File: src/verilog/asc_pkg.sv
/*
  Constants, types and layouts shared by the task file status,
  control and command unit and its command decoder.
  Assumes a single 25 MHz system clock and a synchronous reset.
*/
// How it works
// Status read clears interrupt; mirror read does not
// Status bits: busy,ready,fault,seek,request,fixed,0,error
// Busy locks host out of command register
// Other status bits meaningless while busy reads one
// Ready stays low until commands accepted
// Write fault flag set on write fault
// Seek complete flag set while ready
// Transfer request flag while data word needed
// Corrected error flagged; multi-sector read continues
// Error summary set, cause in error register
// Host reissues media commands that ended erroneously
// Drive control writes accepted even while busy
// Control: bit2 reset, bit1 mask, bit3 one
// Soft reset held while reset bit stays one
// Interrupt only while mask bit is zero
// Command starts at once with current parameters
// Host loads parameters before writing command code
// Decode sector transfer command codes
// Decode power management command codes
// Decode identify, features, seek and housekeeping codes
// Decode security, health, protect, sense, format codes
// Each command passes only parameters it uses
// Invalid or unrunnable command aborts with error
// Registers selected by chip selects plus address
// Interrupt at completion or block, until status read
// Busy held through soft reset until reinitialised
package asc_pkg;
    // Register addresses within each chip-select block
    localparam logic [2:0] ADDR_ERROR = 3'h1;
    localparam logic [2:0] ADDR_STATUS = 3'h7;
    localparam logic [2:0] ADDR_COMMAND = 3'h7;
    localparam logic [2:0] ADDR_MIRROR = 3'h6;
    localparam logic [2:0] ADDR_DRVCTL = 3'h6;
    // Status bit positions
    localparam int ST_BUSY = 7;
    localparam int ST_READY = 6;
    localparam int ST_WFAULT = 5;
    localparam int ST_SEEK = 4;
    localparam int ST_XFER = 3;
    localparam int ST_FIXED = 2;
    localparam int ST_ERROR = 0;
    localparam logic [7:0] STATUS_RESET = 8'h80;
    // Drive control layout
    localparam int CTL_SRST = 2;
    localparam int CTL_MASK = 1;
    localparam int CTL_ONE = 3;
    localparam logic [7:0] CTL_RESET = 8'h08;
    // Error register layout
    localparam int ERR_ABORT = 2;
    localparam logic [7:0] ERR_RESET = 8'h00;
    // Parameter use mask positions
    localparam int USE_FR = 0;
    localparam int USE_SC = 1;
    localparam int USE_SN = 2;
    localparam int USE_CY = 3;
    localparam int USE_HD = 4;
    // Host pin vector layout after synchronising
    localparam int PIN_WR = 0;
    localparam int PIN_RD = 1;
    localparam int PIN_CSCTL = 2;
    localparam int PIN_CSCMD = 3;
    localparam int PIN_ADDR = 4;
    localparam int PIN_DATA = 7;
    localparam int PIN_W = 15;
    localparam logic [14:0] PIN_IDLE = 15'h7FFF;

    // Command classes
    typedef enum logic [4:0] {
        CL_PIO_RD = 5'h00, CL_PIO_WR = 5'h01, CL_DMA_RD = 5'h02,
        CL_DMA_WR = 5'h03, CL_MUL_RD = 5'h04, CL_MUL_WR = 5'h05,
        CL_VERIFY = 5'h06, CL_WR_VFY = 5'h07, CL_POWER = 5'h08,
        CL_IDENT = 5'h09, CL_FEATURE = 5'h0A, CL_SETMUL = 5'h0B,
        CL_DIAG = 5'h0C, CL_NOP = 5'h0D, CL_FLUSH = 5'h0E,
        CL_ERASE = 5'h0F, CL_INITP = 5'h10, CL_RECAL = 5'h11,
        CL_SEEK = 5'h12, CL_XLATE = 5'h13, CL_BUF_RD = 5'h14,
        CL_BUF_WR = 5'h15, CL_SECURE = 5'h16, CL_HEALTH = 5'h17,
        CL_WPMODE = 5'h18, CL_SENSE = 5'h19, CL_FORMAT = 5'h1A,
        CL_WR_NOER = 5'h1B, CL_INVALID = 5'h1F
    } asc_class_t;

    // Unit state
    typedef enum logic [1:0] {
        S_INIT = 2'b00, S_IDLE = 2'b01, S_EXEC = 2'b10, S_SRST = 2'b11
    } asc_state_t;

    // Parameter registers of the task file
    typedef struct packed {
        logic [7:0] feature;
        logic [7:0] count;
        logic [7:0] sector;
        logic [7:0] cylLo;
        logic [7:0] cylHi;
        logic [7:0] driveHead;
    } asc_param_t;

    // Back end report, same clock
    typedef struct packed {
        logic initDone;
        logic opDone;
        logic opFail;
        logic [7:0] failCode;
        logic writeFault;
        logic corrected;
        logic xferReq;
        logic blockDone;
    } asc_be_t;

    // Command issued to the back end
    typedef struct packed {
        logic start;
        logic [7:0] code;
        asc_class_t cls;
        asc_param_t param;
    } asc_cmd_t;
endpackage : asc_pkg

File: src/verilog/asc_cmd_decode.sv
/*
  Command code decoder: class, validity and parameter use mask.
  Purely combinational; fed with the written command byte.
*/
`timescale 1ns/1ps
`default_nettype none
module asc_cmd_decode (
    // Command byte
    input wire logic [7:0] code,
    // Decoded result
    output asc_pkg::asc_class_t cls,
    output logic [4:0] useMask,
    output logic valid
);
    // Code to class map
    always_comb begin
        cls = asc_pkg::CL_INVALID;
        casez (code)
            8'h20, 8'h21: cls = asc_pkg::CL_PIO_RD;
            8'h30, 8'h31: cls = asc_pkg::CL_PIO_WR;
            8'hC8, 8'hC9: cls = asc_pkg::CL_DMA_RD;
            8'hCA, 8'hCB: cls = asc_pkg::CL_DMA_WR;
            8'hC4: cls = asc_pkg::CL_MUL_RD;
            8'hC5: cls = asc_pkg::CL_MUL_WR;
            8'h40, 8'h41: cls = asc_pkg::CL_VERIFY;
            8'h3C: cls = asc_pkg::CL_WR_VFY;
            8'hE5, 8'h98, 8'hE3, 8'h97, 8'hE1, 8'h95,
            8'hE2, 8'h96, 8'hE0, 8'h94, 8'hE6, 8'h99:
                cls = asc_pkg::CL_POWER;
            8'hEC: cls = asc_pkg::CL_IDENT;
            8'hEF: cls = asc_pkg::CL_FEATURE;
            8'hC6: cls = asc_pkg::CL_SETMUL;
            8'h90: cls = asc_pkg::CL_DIAG;
            8'h00: cls = asc_pkg::CL_NOP;
            8'hE7: cls = asc_pkg::CL_FLUSH;
            8'hC0: cls = asc_pkg::CL_ERASE;
            8'h91: cls = asc_pkg::CL_INITP;
            8'h1?: cls = asc_pkg::CL_RECAL;
            8'h7?: cls = asc_pkg::CL_SEEK;
            8'h87: cls = asc_pkg::CL_XLATE;
            8'hE4: cls = asc_pkg::CL_BUF_RD;
            8'hE8: cls = asc_pkg::CL_BUF_WR;
            8'hF1, 8'hF2, 8'hF3, 8'hF4, 8'hF5, 8'hF6:
                cls = asc_pkg::CL_SECURE;
            8'hB0: cls = asc_pkg::CL_HEALTH;
            8'h8B: cls = asc_pkg::CL_WPMODE;
            8'h03: cls = asc_pkg::CL_SENSE;
            8'h50: cls = asc_pkg::CL_FORMAT;
            8'h38, 8'hCD: cls = asc_pkg::CL_WR_NOER;
            default: cls = asc_pkg::CL_INVALID;
        endcase
    end

    // Which parameter registers each class takes
    always_comb begin
        case (cls)
            asc_pkg::CL_FEATURE, asc_pkg::CL_WPMODE: useMask = 5'h01;
            asc_pkg::CL_HEALTH: useMask = 5'h0F;
            asc_pkg::CL_SETMUL: useMask = 5'h02;
            asc_pkg::CL_INITP: useMask = 5'h12;
            asc_pkg::CL_SEEK: useMask = 5'h1C;
            asc_pkg::CL_FORMAT: useMask = 5'h1A;
            asc_pkg::CL_POWER: useMask = (code == 8'hE3 || code == 8'h97) ? 5'h02 : 5'h00;
            asc_pkg::CL_PIO_RD, asc_pkg::CL_PIO_WR, asc_pkg::CL_DMA_RD,
            asc_pkg::CL_DMA_WR, asc_pkg::CL_MUL_RD, asc_pkg::CL_MUL_WR,
            asc_pkg::CL_VERIFY, asc_pkg::CL_WR_VFY, asc_pkg::CL_ERASE,
            asc_pkg::CL_XLATE, asc_pkg::CL_WR_NOER: useMask = 5'h1E;
            default: useMask = 5'h00;
        endcase
    end

    assign valid = (cls != asc_pkg::CL_INVALID);
endmodule : asc_cmd_decode
`default_nettype wire

File: src/verilog/asc_task_unit.sv
/*
  Host facing status, drive control and command registers.
  Assumes host pins are asynchronous to mclk, parameter registers
  live next door, and a back end executes commands on mclk.
*/
`timescale 1ns/1ps
`default_nettype none
module asc_task_unit (
    // Clock and reset
    input wire logic mclk,
    input wire logic srst,
    // Host pins, asynchronous
    input wire logic csCmdN,
    input wire logic csCtlN,
    input wire logic [2:0] addr,
    input wire logic iordN,
    input wire logic iowrN,
    input wire logic [7:0] dataIn,
    // Host read data and interrupt
    output logic [7:0] dataOut,
    output logic dataOe,
    output logic intrq,
    // Parameter registers, same clock
    input wire asc_pkg::asc_param_t taskParam,
    // Back end
    input wire asc_pkg::asc_be_t beStat,
    output asc_pkg::asc_cmd_t cmdOut,
    output logic hostLock
);
    // Synchroniser stages
    logic [asc_pkg::PIN_W-1:0] pinRaw;
    logic [asc_pkg::PIN_W-1:0] s1_q;
    logic [asc_pkg::PIN_W-1:0] s2_q;
    logic [asc_pkg::PIN_W-1:0] s3_q;
    // Decoded host cycles
    logic rdStart, wrEnd;
    logic rCmdBlk, rCtlBlk, wCmdBlk, wCtlBlk;
    logic [2:0] rAddr, wAddr;
    logic [7:0] wData;
    logic wrCmd, wrCtl, rdStatus, rdMirror, rdError, rdSel;
    // Decoder results
    asc_pkg::asc_class_t decCls;
    logic [4:0] decUse;
    logic decValid;
    // Registers
    asc_pkg::asc_state_t state_q, state_d;
    logic [7:0] ctl_q, ctl_d;
    logic [7:0] err_q, err_d;
    logic errFlag_q, errFlag_d;
    logic ready_q, ready_d;
    logic wfault_q, wfault_d;
    logic fixed_q, fixed_d;
    logic pend_q, pend_d;
    logic intrq_q, dataOe_q, hostLock_q;
    logic [7:0] dataOut_q;
    asc_pkg::asc_cmd_t cmd_q, cmd_d;
    // Status terms
    logic busy, xferNeed, swRst, irqMasked;
    logic cmdAccept, cmdAbort, irqEvt;
    logic [7:0] statusVal, rdVal;
    asc_pkg::asc_param_t passParam;

    // Pin vector in the package layout
    assign pinRaw = {dataIn, addr, csCmdN, csCtlN, iordN, iowrN};

    // Two flops per pin, third stage for edge detection and the write side block, address and data
    generate
        for (genvar i = 0; i < asc_pkg::PIN_W; i++) begin : g_sync
            always_ff @(posedge mclk) begin
                if (srst) begin
                    s1_q[i] <= asc_pkg::PIN_IDLE[i];
                    s2_q[i] <= asc_pkg::PIN_IDLE[i];
                    s3_q[i] <= asc_pkg::PIN_IDLE[i];
                end else begin
                    s1_q[i] <= pinRaw[i];
                    s2_q[i] <= s1_q[i];
                    s3_q[i] <= s2_q[i];
                end
            end
        end
    endgenerate

    // Read starts on strobe fall, write lands on strobe rise
    assign rdStart = !s2_q[asc_pkg::PIN_RD] && s3_q[asc_pkg::PIN_RD];
    assign wrEnd = s2_q[asc_pkg::PIN_WR] && !s3_q[asc_pkg::PIN_WR];

    // Block select from chip selects, read side
    assign rCmdBlk = !s2_q[asc_pkg::PIN_CSCMD] && s2_q[asc_pkg::PIN_CSCTL];
    assign rCtlBlk = s2_q[asc_pkg::PIN_CSCMD] && !s2_q[asc_pkg::PIN_CSCTL];
    assign rAddr = s2_q[asc_pkg::PIN_ADDR +: 3];

    // Write side uses values held through the strobe
    assign wCmdBlk = !s3_q[asc_pkg::PIN_CSCMD] && s3_q[asc_pkg::PIN_CSCTL];
    assign wCtlBlk = s3_q[asc_pkg::PIN_CSCMD] && !s3_q[asc_pkg::PIN_CSCTL];
    assign wAddr = s3_q[asc_pkg::PIN_ADDR +: 3];
    assign wData = s3_q[asc_pkg::PIN_DATA +: 8];

    // Register strobes
    assign wrCmd = wrEnd && wCmdBlk && (wAddr == asc_pkg::ADDR_COMMAND);
    assign wrCtl = wrEnd && wCtlBlk && (wAddr == asc_pkg::ADDR_DRVCTL);
    assign rdStatus = rdStart && rCmdBlk && (rAddr == asc_pkg::ADDR_STATUS);
    assign rdMirror = rCtlBlk && (rAddr == asc_pkg::ADDR_MIRROR);
    assign rdError = rCmdBlk && (rAddr == asc_pkg::ADDR_ERROR);
    assign rdSel = !s2_q[asc_pkg::PIN_RD] && (rdMirror || rdError ||
                   (rCmdBlk && (rAddr == asc_pkg::ADDR_STATUS)));

    // Command decoder
    asc_cmd_decode u_decode (
        .code(wData),
        .cls(decCls),
        .useMask(decUse),
        .valid(decValid)
    );

    // Control bits
    assign swRst = ctl_q[asc_pkg::CTL_SRST];
    assign irqMasked = ctl_q[asc_pkg::CTL_MASK];

    // Busy unless idle or waiting on the host for data
    assign xferNeed = (state_q == asc_pkg::S_EXEC) && beStat.xferReq;
    assign busy = (state_q != asc_pkg::S_IDLE) && !xferNeed;

    // Status byte; flags below busy are not trusted by the host then
    assign statusVal[asc_pkg::ST_BUSY] = busy;
    assign statusVal[asc_pkg::ST_READY] = ready_q;
    assign statusVal[asc_pkg::ST_WFAULT] = wfault_q;
    assign statusVal[asc_pkg::ST_SEEK] = ready_q && !busy;
    assign statusVal[asc_pkg::ST_XFER] = xferNeed;
    assign statusVal[asc_pkg::ST_FIXED] = fixed_q;
    assign statusVal[1] = 1'b0;
    assign statusVal[asc_pkg::ST_ERROR] = errFlag_q;

    // Read data mux
    assign rdVal = rdError ? err_q : statusVal;

    // Command hand-off decisions, refused while busy
    assign cmdAccept = wrCmd && (state_q == asc_pkg::S_IDLE) && !swRst &&
                       decValid && ready_q && !wfault_q;
    assign cmdAbort = wrCmd && (state_q == asc_pkg::S_IDLE) && !swRst &&
                      !(decValid && ready_q && !wfault_q);

    // Interrupt causes: completion, abort, block boundary
    assign irqEvt = cmdAbort || ((state_q == asc_pkg::S_EXEC) &&
                    (beStat.opDone || beStat.blockDone));

    // Unused parameter registers pass as zero; drive/head keeps its upper nibble
    assign passParam.feature = decUse[asc_pkg::USE_FR] ? taskParam.feature : 8'h00;
    assign passParam.count = decUse[asc_pkg::USE_SC] ? taskParam.count : 8'h00;
    assign passParam.sector = decUse[asc_pkg::USE_SN] ? taskParam.sector : 8'h00;
    assign passParam.cylLo = decUse[asc_pkg::USE_CY] ? taskParam.cylLo : 8'h00;
    assign passParam.cylHi = decUse[asc_pkg::USE_CY] ? taskParam.cylHi : 8'h00;
    assign passParam.driveHead = decUse[asc_pkg::USE_HD] ? taskParam.driveHead :
                                 {taskParam.driveHead[7:4], 4'h0};

    // Drive control: written at any time, reset forces mask clear
    always_comb begin
        ctl_d = ctl_q;
        if (wrCtl) begin
            ctl_d = 8'h00;
            ctl_d[asc_pkg::CTL_ONE] = 1'b1;
            ctl_d[asc_pkg::CTL_SRST] = wData[asc_pkg::CTL_SRST];
            ctl_d[asc_pkg::CTL_MASK] = wData[asc_pkg::CTL_MASK] &&
                                       !wData[asc_pkg::CTL_SRST];
        end
    end

    // Unit sequencing
    always_comb begin
        state_d = state_q;
        case (state_q)
            asc_pkg::S_INIT: begin
                if (beStat.initDone) begin
                    state_d = asc_pkg::S_IDLE;
                end
            end
            asc_pkg::S_IDLE: begin
                if (cmdAccept) begin
                    state_d = asc_pkg::S_EXEC;
                end
            end
            asc_pkg::S_EXEC: begin
                if (beStat.opDone) begin
                    state_d = asc_pkg::S_IDLE;
                end
            end
            asc_pkg::S_SRST: begin
                if (!swRst) begin
                    state_d = asc_pkg::S_INIT;
                end
            end
            default: state_d = asc_pkg::S_INIT;
        endcase
        if (swRst) begin
            state_d = asc_pkg::S_SRST;
        end
    end

    // Ready: low through init and soft reset
    always_comb begin
        ready_d = ready_q;
        if (swRst || state_q == asc_pkg::S_SRST) begin
            ready_d = 1'b0;
        end else if (state_q == asc_pkg::S_INIT && beStat.initDone) begin
            ready_d = 1'b1;
        end
    end

    // Error summary and error register
    always_comb begin
        errFlag_d = errFlag_q;
        err_d = err_q;
        if (swRst) begin
            errFlag_d = 1'b0;
            err_d = asc_pkg::ERR_RESET;
        end else if (cmdAbort) begin
            errFlag_d = 1'b1;
            err_d = asc_pkg::ERR_RESET;
            err_d[asc_pkg::ERR_ABORT] = 1'b1;
        end else if (cmdAccept) begin
            errFlag_d = 1'b0;
            err_d = asc_pkg::ERR_RESET;
        end else if (state_q == asc_pkg::S_EXEC && beStat.opDone) begin
            errFlag_d = beStat.opFail;
            err_d = beStat.opFail ? beStat.failCode : asc_pkg::ERR_RESET;
        end
    end

    // Fault and corrected flags, event wins over clear, but soft reset beats write fault
    always_comb begin
        wfault_d = wfault_q;
        fixed_d = fixed_q;
        if (swRst || cmdAccept) begin
            wfault_d = 1'b0;
            fixed_d = 1'b0;
        end
        if (beStat.writeFault && !swRst) begin
            wfault_d = 1'b1;
        end
        if (beStat.corrected && state_q == asc_pkg::S_EXEC) begin
            fixed_d = 1'b1;
        end
    end

    // Pending interrupt: set wins over status read clear
    always_comb begin
        pend_d = pend_q;
        if (rdStatus || swRst) begin
            pend_d = 1'b0;
        end
        if (irqEvt && !irqMasked && !swRst) begin
            pend_d = 1'b1;
        end
    end

    // Command to the back end, one cycle start pulse
    always_comb begin
        cmd_d = cmd_q;
        cmd_d.start = 1'b0;
        if (cmdAccept) begin
            cmd_d.start = 1'b1;
            cmd_d.code = wData;
            cmd_d.cls = decCls;
            cmd_d.param = passParam;
        end
    end

    // State registers
    always_ff @(posedge mclk) begin
        if (srst) begin
            state_q <= asc_pkg::S_INIT;
            ctl_q <= asc_pkg::CTL_RESET;
            ready_q <= 1'b0;
        end else begin
            state_q <= state_d;
            ctl_q <= ctl_d;
            ready_q <= ready_d;
        end
    end

    // Flag registers
    always_ff @(posedge mclk) begin
        if (srst) begin
            err_q <= asc_pkg::ERR_RESET;
            errFlag_q <= 1'b0;
            wfault_q <= 1'b0;
            fixed_q <= 1'b0;
            pend_q <= 1'b0;
        end else begin
            err_q <= err_d;
            errFlag_q <= errFlag_d;
            wfault_q <= wfault_d;
            fixed_q <= fixed_d;
            pend_q <= pend_d;
        end
    end

    // Registered outputs
    always_ff @(posedge mclk) begin
        if (srst) begin
            cmd_q <= '0;
            intrq_q <= 1'b0;
            dataOe_q <= 1'b0;
            dataOut_q <= asc_pkg::STATUS_RESET;
            hostLock_q <= 1'b1;
        end else begin
            cmd_q <= cmd_d;
            intrq_q <= pend_d && !ctl_d[asc_pkg::CTL_MASK];
            dataOe_q <= rdSel;
            if (rdStart) begin
                dataOut_q <= rdVal;
            end
            hostLock_q <= (state_d != asc_pkg::S_IDLE) &&
                          !(state_d == asc_pkg::S_EXEC && beStat.xferReq);
        end
    end

    assign dataOut = dataOut_q;
    assign dataOe = dataOe_q;
    assign intrq = intrq_q;
    assign cmdOut = cmd_q;
    assign hostLock = hostLock_q;
endmodule : asc_task_unit
`default_nettype wire

File: config.mk
export PLATFORM = sky130hd
export DESIGN_NAME = asc_task_unit
export DESIGN_NICKNAME = d
export VERILOG_FILES = /design/src/verilog/asc_pkg.sv /design/src/verilog/asc_cmd_decode.sv /design/src/verilog/asc_task_unit.sv
export SDC_FILE = /design/constraint.sdc
export NUM_CORES = 1
export LEC_CHECK = 0
export ABC_AREA = 1
export ABC_CLOCK_PERIOD_IN_PS = 2500
export BUFFER_PORTS_ARGS = -buffer_cell sky130_fd_sc_hd__buf_4
export CAP_MARGIN = 20
export CORE_ASPECT_RATIO = 1.25
export CORE_MARGIN = 2
export CORE_UTILIZATION = 40
export CTS_CLUSTER_SIZE = 40
export DETAILED_ROUTE_END_ITERATION = 6
export GPL_ROUTABILITY_DRIVEN = 1
export SLEW_MARGIN = 30
export SYNTH_ARGS = -nofsm -noshare
export SYNTH_HDL_FRONTEND = slang
export SYNTH_HIERARCHICAL = 1
export SYNTH_SLANG_ARGS = --single-unit
export TNS_END_PERCENT = 1
File: constraint.sdc
create_clock -name mclk -period 2.5 [get_ports mclk]
set_input_delay 0.125 -clock mclk [delete_from_list [all_inputs] [get_ports mclk]]
set_output_delay 0.125 -clock mclk [all_outputs]
set_load 0.1 [all_outputs]
==> results.md <==
- Final setup fails: 0
- MaxCap Viol Count: 0
- Commonest cells after routing, fill and taps aside: buf_4, nand2_1, dfxtp_1
- Delay-heaviest family, CP: simple AND/OR/NAND/NOR gates
- Design area: just over 0.008 mm²
- Vias post-DR: 5517
- Multi-input gate area: between 0.002 and 0.003 mm²
- Largest net degree at the start of global routing: 52
- Syn nets: between 700 and 800
- Worst setup SP type: register
- TritonCTS Sinks: 135
- Core Area: 0.0137 mm²
- IO Pins: between 150 and 200
- Total die area: 0.0148 mm²
- Async SR Flop Fraction: 0
- CTS tree: done
- CP required: roughly 2.8 ns
- Outcome: finished clean
- Synthesized area: 0.00555 mm²
- Clk Latency, worst-skew pair: around 0.41 ns
- Top_reg_cell synth: dfxtp_1
- Die width: roughly 110 µm
- Period Utilization, post-route: 0.914
- Worst clock skew: slightly below 0.02 ns
- Fillers: 1212
- Worst path cell trace: nor2_1 > nand2_1 > inv_2 > nand2_2 > nand3_1 > nor2_1 > nand2_1 > nor2_4 > nand2_2 > nand3_2 > nor2_4 > nand2_4 > buf_12 > o21ai_0
- Nets: around 1000
- Gpl congestion: around 0.9
- Post-DP Area: just under 0.007 mm²
- Cells after DPL: 1016
- H-tree Lvls: 4
- Internal power: slightly below 4000 µW
- Post-Place Worst Slack: between 0.04 and 0.05 ns
- Vias in the first global route: about 5300
- Detailed Route Iter0 Violations: 446
- Fin crit period: roughly 2.3 ns
- Commonest non-fill, non-tap cell in the layout: buf_4
- I/O Buffers: 152
- DR WL/cell: ~14 µm
- Layout area overhead: 48.8%
- Reg-to-reg slack, setup: between 0.2 and 0.25 ns
- Critical Path Slowest Stage Cell: dfxtp_1
- Seq. cell area: 0.00271 mm²
- Sw frac: 0.236
- Worst Path Max Fanout: 44
- Worst path arrival time: around 2.6 ns
- Avg Cell Area, Syn: 7.88 µm²
- Final WS setup: around 0.21 ns
- Vert. Die Dim: approximately 140 µm
- CP Class: reg -> reg
- Worst Tran Pin Value: 0.502 ns
- Num CTS Buffers: 17
- Antenna Cells: 0
- Pwr dens: about 620 mW/mm²
- Net load switching power: 1210 µW
- Hold Slack: around 0.022 ns
- Seq/Total Area, Yosys: 0.487
- Leakage: between 0.003 and 0.004 µW
- Hold Crit Class: in -> reg
- GRT overflow: 0
- Comb power frac: 0.080
- CP Capture Type: register
- CP peak stage delay: approximately 0.34 ns
- Starting Density: 0.405
- Buf/Inv on CP: 2
- Post-synth EDFFs: 0
- Max-slew violations: 0
- Post-synthesis cell type count: 35
- # DRC: 0
- DP Wirelength: 11200 µm
- Slew HR: 0.665
- Clock-pin slew on the worst setup and hold paths: around 0.060 ns
- Max Buffers Root-to-Sink: 2
- Fin. Hold Viols: 0
- Gate Count Post-Synth: about 700
- Initial antenna violation count: 0
- Synth Register Bits: approximately 140
- First-pass GRT wire length: between 20000 and 30000 µm
- All-Layer GR Usage: 0.219
- RSZ-0062 raised after global routing: no
- Warnings, synthesis: 6
- WL final: 16200 µm
- Clock share of power: 0.487
- Avg Vias per Cell: 4.92
- Final Non-Filler Cells: 1121
- Share of layout cells above drive strength 1: 0.340
- Clock root buffer: clkbuf_16
- Antenna-violating nets left: 0
- Fmax: between 0.4 and 0.5 GHz
- Row count: between 40 and 50
- DR pass1 iterations: 4
- Post-layout util: 0.603
- Sequential share of power: 0.433
- Max rail drop VDD: about 0.00055 V
[power groups by stage]
| stage | combinational [µW] | clock, µW | sequential [µW] |
|---|---|---|---|
| after floorplan | 115 | 0 | 2310 |
| after global placement | 319 | 0 | 2260 |
| after detailed placement | 319 | 0 | 2260 |
| after CTS | 408 | 2550 | 2210 |
| after global routing | 443 | 2650 | 2220 |
| final | 412 | 2490 | 2220 |
[routing by layer]
metal  routed length [µm]  share of wire  GRT usage  vias up
met5                    0              0          0        -
met4                  175          0.011     0.0633        0
met3                  979          0.060     0.0529       10
met2                 7960           0.49      0.369      158
met1                 7110           0.44      0.274     2587
li1                     -              -          -     2762
[worst paths after layout]
kind / startpoint / to / depth (start not counted)
worst max-delay path: s3_q[7] / cmdOut[42] / 14
worst max register to register: s3_q[7] / cmdOut[42] / 14
worst min register to register: s1_q[11] / s2_q[11] / 1
worst min-delay path: taskParam[12] / cmdOut[12] / 3
[stage by stage]
stage                     TNS (ns)  total power (µW)
final                            0              5120
after global placement     -0.0235              2580
after global routing             0              5310
after floorplan                  0              2430
after CTS                        0              5170
after detailed placement         0              2580
[cell type report]
type | count | share of cell area
Clock inverter | 12 | 0.0171
Sequential cell | 135 | 0.328
Tap cell | 175 | 0.0265
Clock buffer | 20 | 0.0541
Multi-Input combinational cell | 493 | 0.309
Timing Repair Buffer | 241 | 0.245
Inverter | 45 | 0.0205
[kinds of logic after synthesis]
family,count (synthesis),share of synthesized area
buf+inv,76,0.0598
compound gates,103,0.127
simple gates,390,0.326
flops,135,0.487
[timing repair]
action                                 in CTS  in global routing
hold buffers                               69                  0
endpoints found under the hold margin      69                  0
setup endpoints to repair                   0                 65
resized for setup                           0                 16
setup buffers                               0                  4
[worst min-delay path, delay by kind of cell]
family                 cells  cell delay [ns]
buffers and inverters      1             0.08
AO/OA/AOI/OAI              1             0.12
AND/OR/NAND/NOR            1             0.07
[sequential cells by signal (all words and copies together), names as in the netlist]
| signal | cells |
|---|---|
| cmdOut | 62 |
| ctl_q | 2 |
| dataOe | 1 |
| dataOut | 8 |
| errFlag_q | 1 |
| err_q | 8 |
| fixed_q | 1 |
| hostLock | 1 |
| intrq | 1 |
| pend_q | 1 |
| rAddr | 3 |
| ready_q | 1 |
| s1_q | 15 |
| s2_q | 12 |
| s3_q | 15 |
| state_q | 2 |
| wfault_q | 1 |
[cell usage after synthesis (2+ instances only)]
| cell type | number | area share |
|---|---|---|
| nand2_1 | 154 | 0.10 |
| dfxtp_1 | 135 | 0.49 |
| nor2_1 | 72 | 0.049 |
| nand3_1 | 70 | 0.063 |
| o21ai_2 | 40 | 0.063 |
| or2_2 | 40 | 0.045 |
| inv_1 | 36 | 0.024 |
| o21ai_0 | 30 | 0.027 |
| nor3_1 | 22 | 0.020 |
| a21oi_1 | 15 | 0.014 |
| clkbuf_1 | 15 | 0.010 |
| inv_2 | 9 | 0.0061 |
| buf_1 | 8 | 0.0054 |
| nand4_1 | 8 | 0.0090 |
| a22oi_1 | 7 | 0.0095 |
| buf_6 | 5 | 0.010 |
| nor2_2 | 5 | 0.0056 |
| o211ai_1 | 5 | 0.0068 |
| nand2_2 | 4 | 0.0045 |
| nor2_4 | 4 | 0.0081 |
| a31oi_1 | 2 | 0.0023 |
| buf_4 | 2 | 0.0027 |
| nand3_2 | 2 | 0.0036 |
| nand3b_1 | 2 | 0.0027 |
| nor3_2 | 2 | 0.0036 |
(Power assumes the default switching activity.)
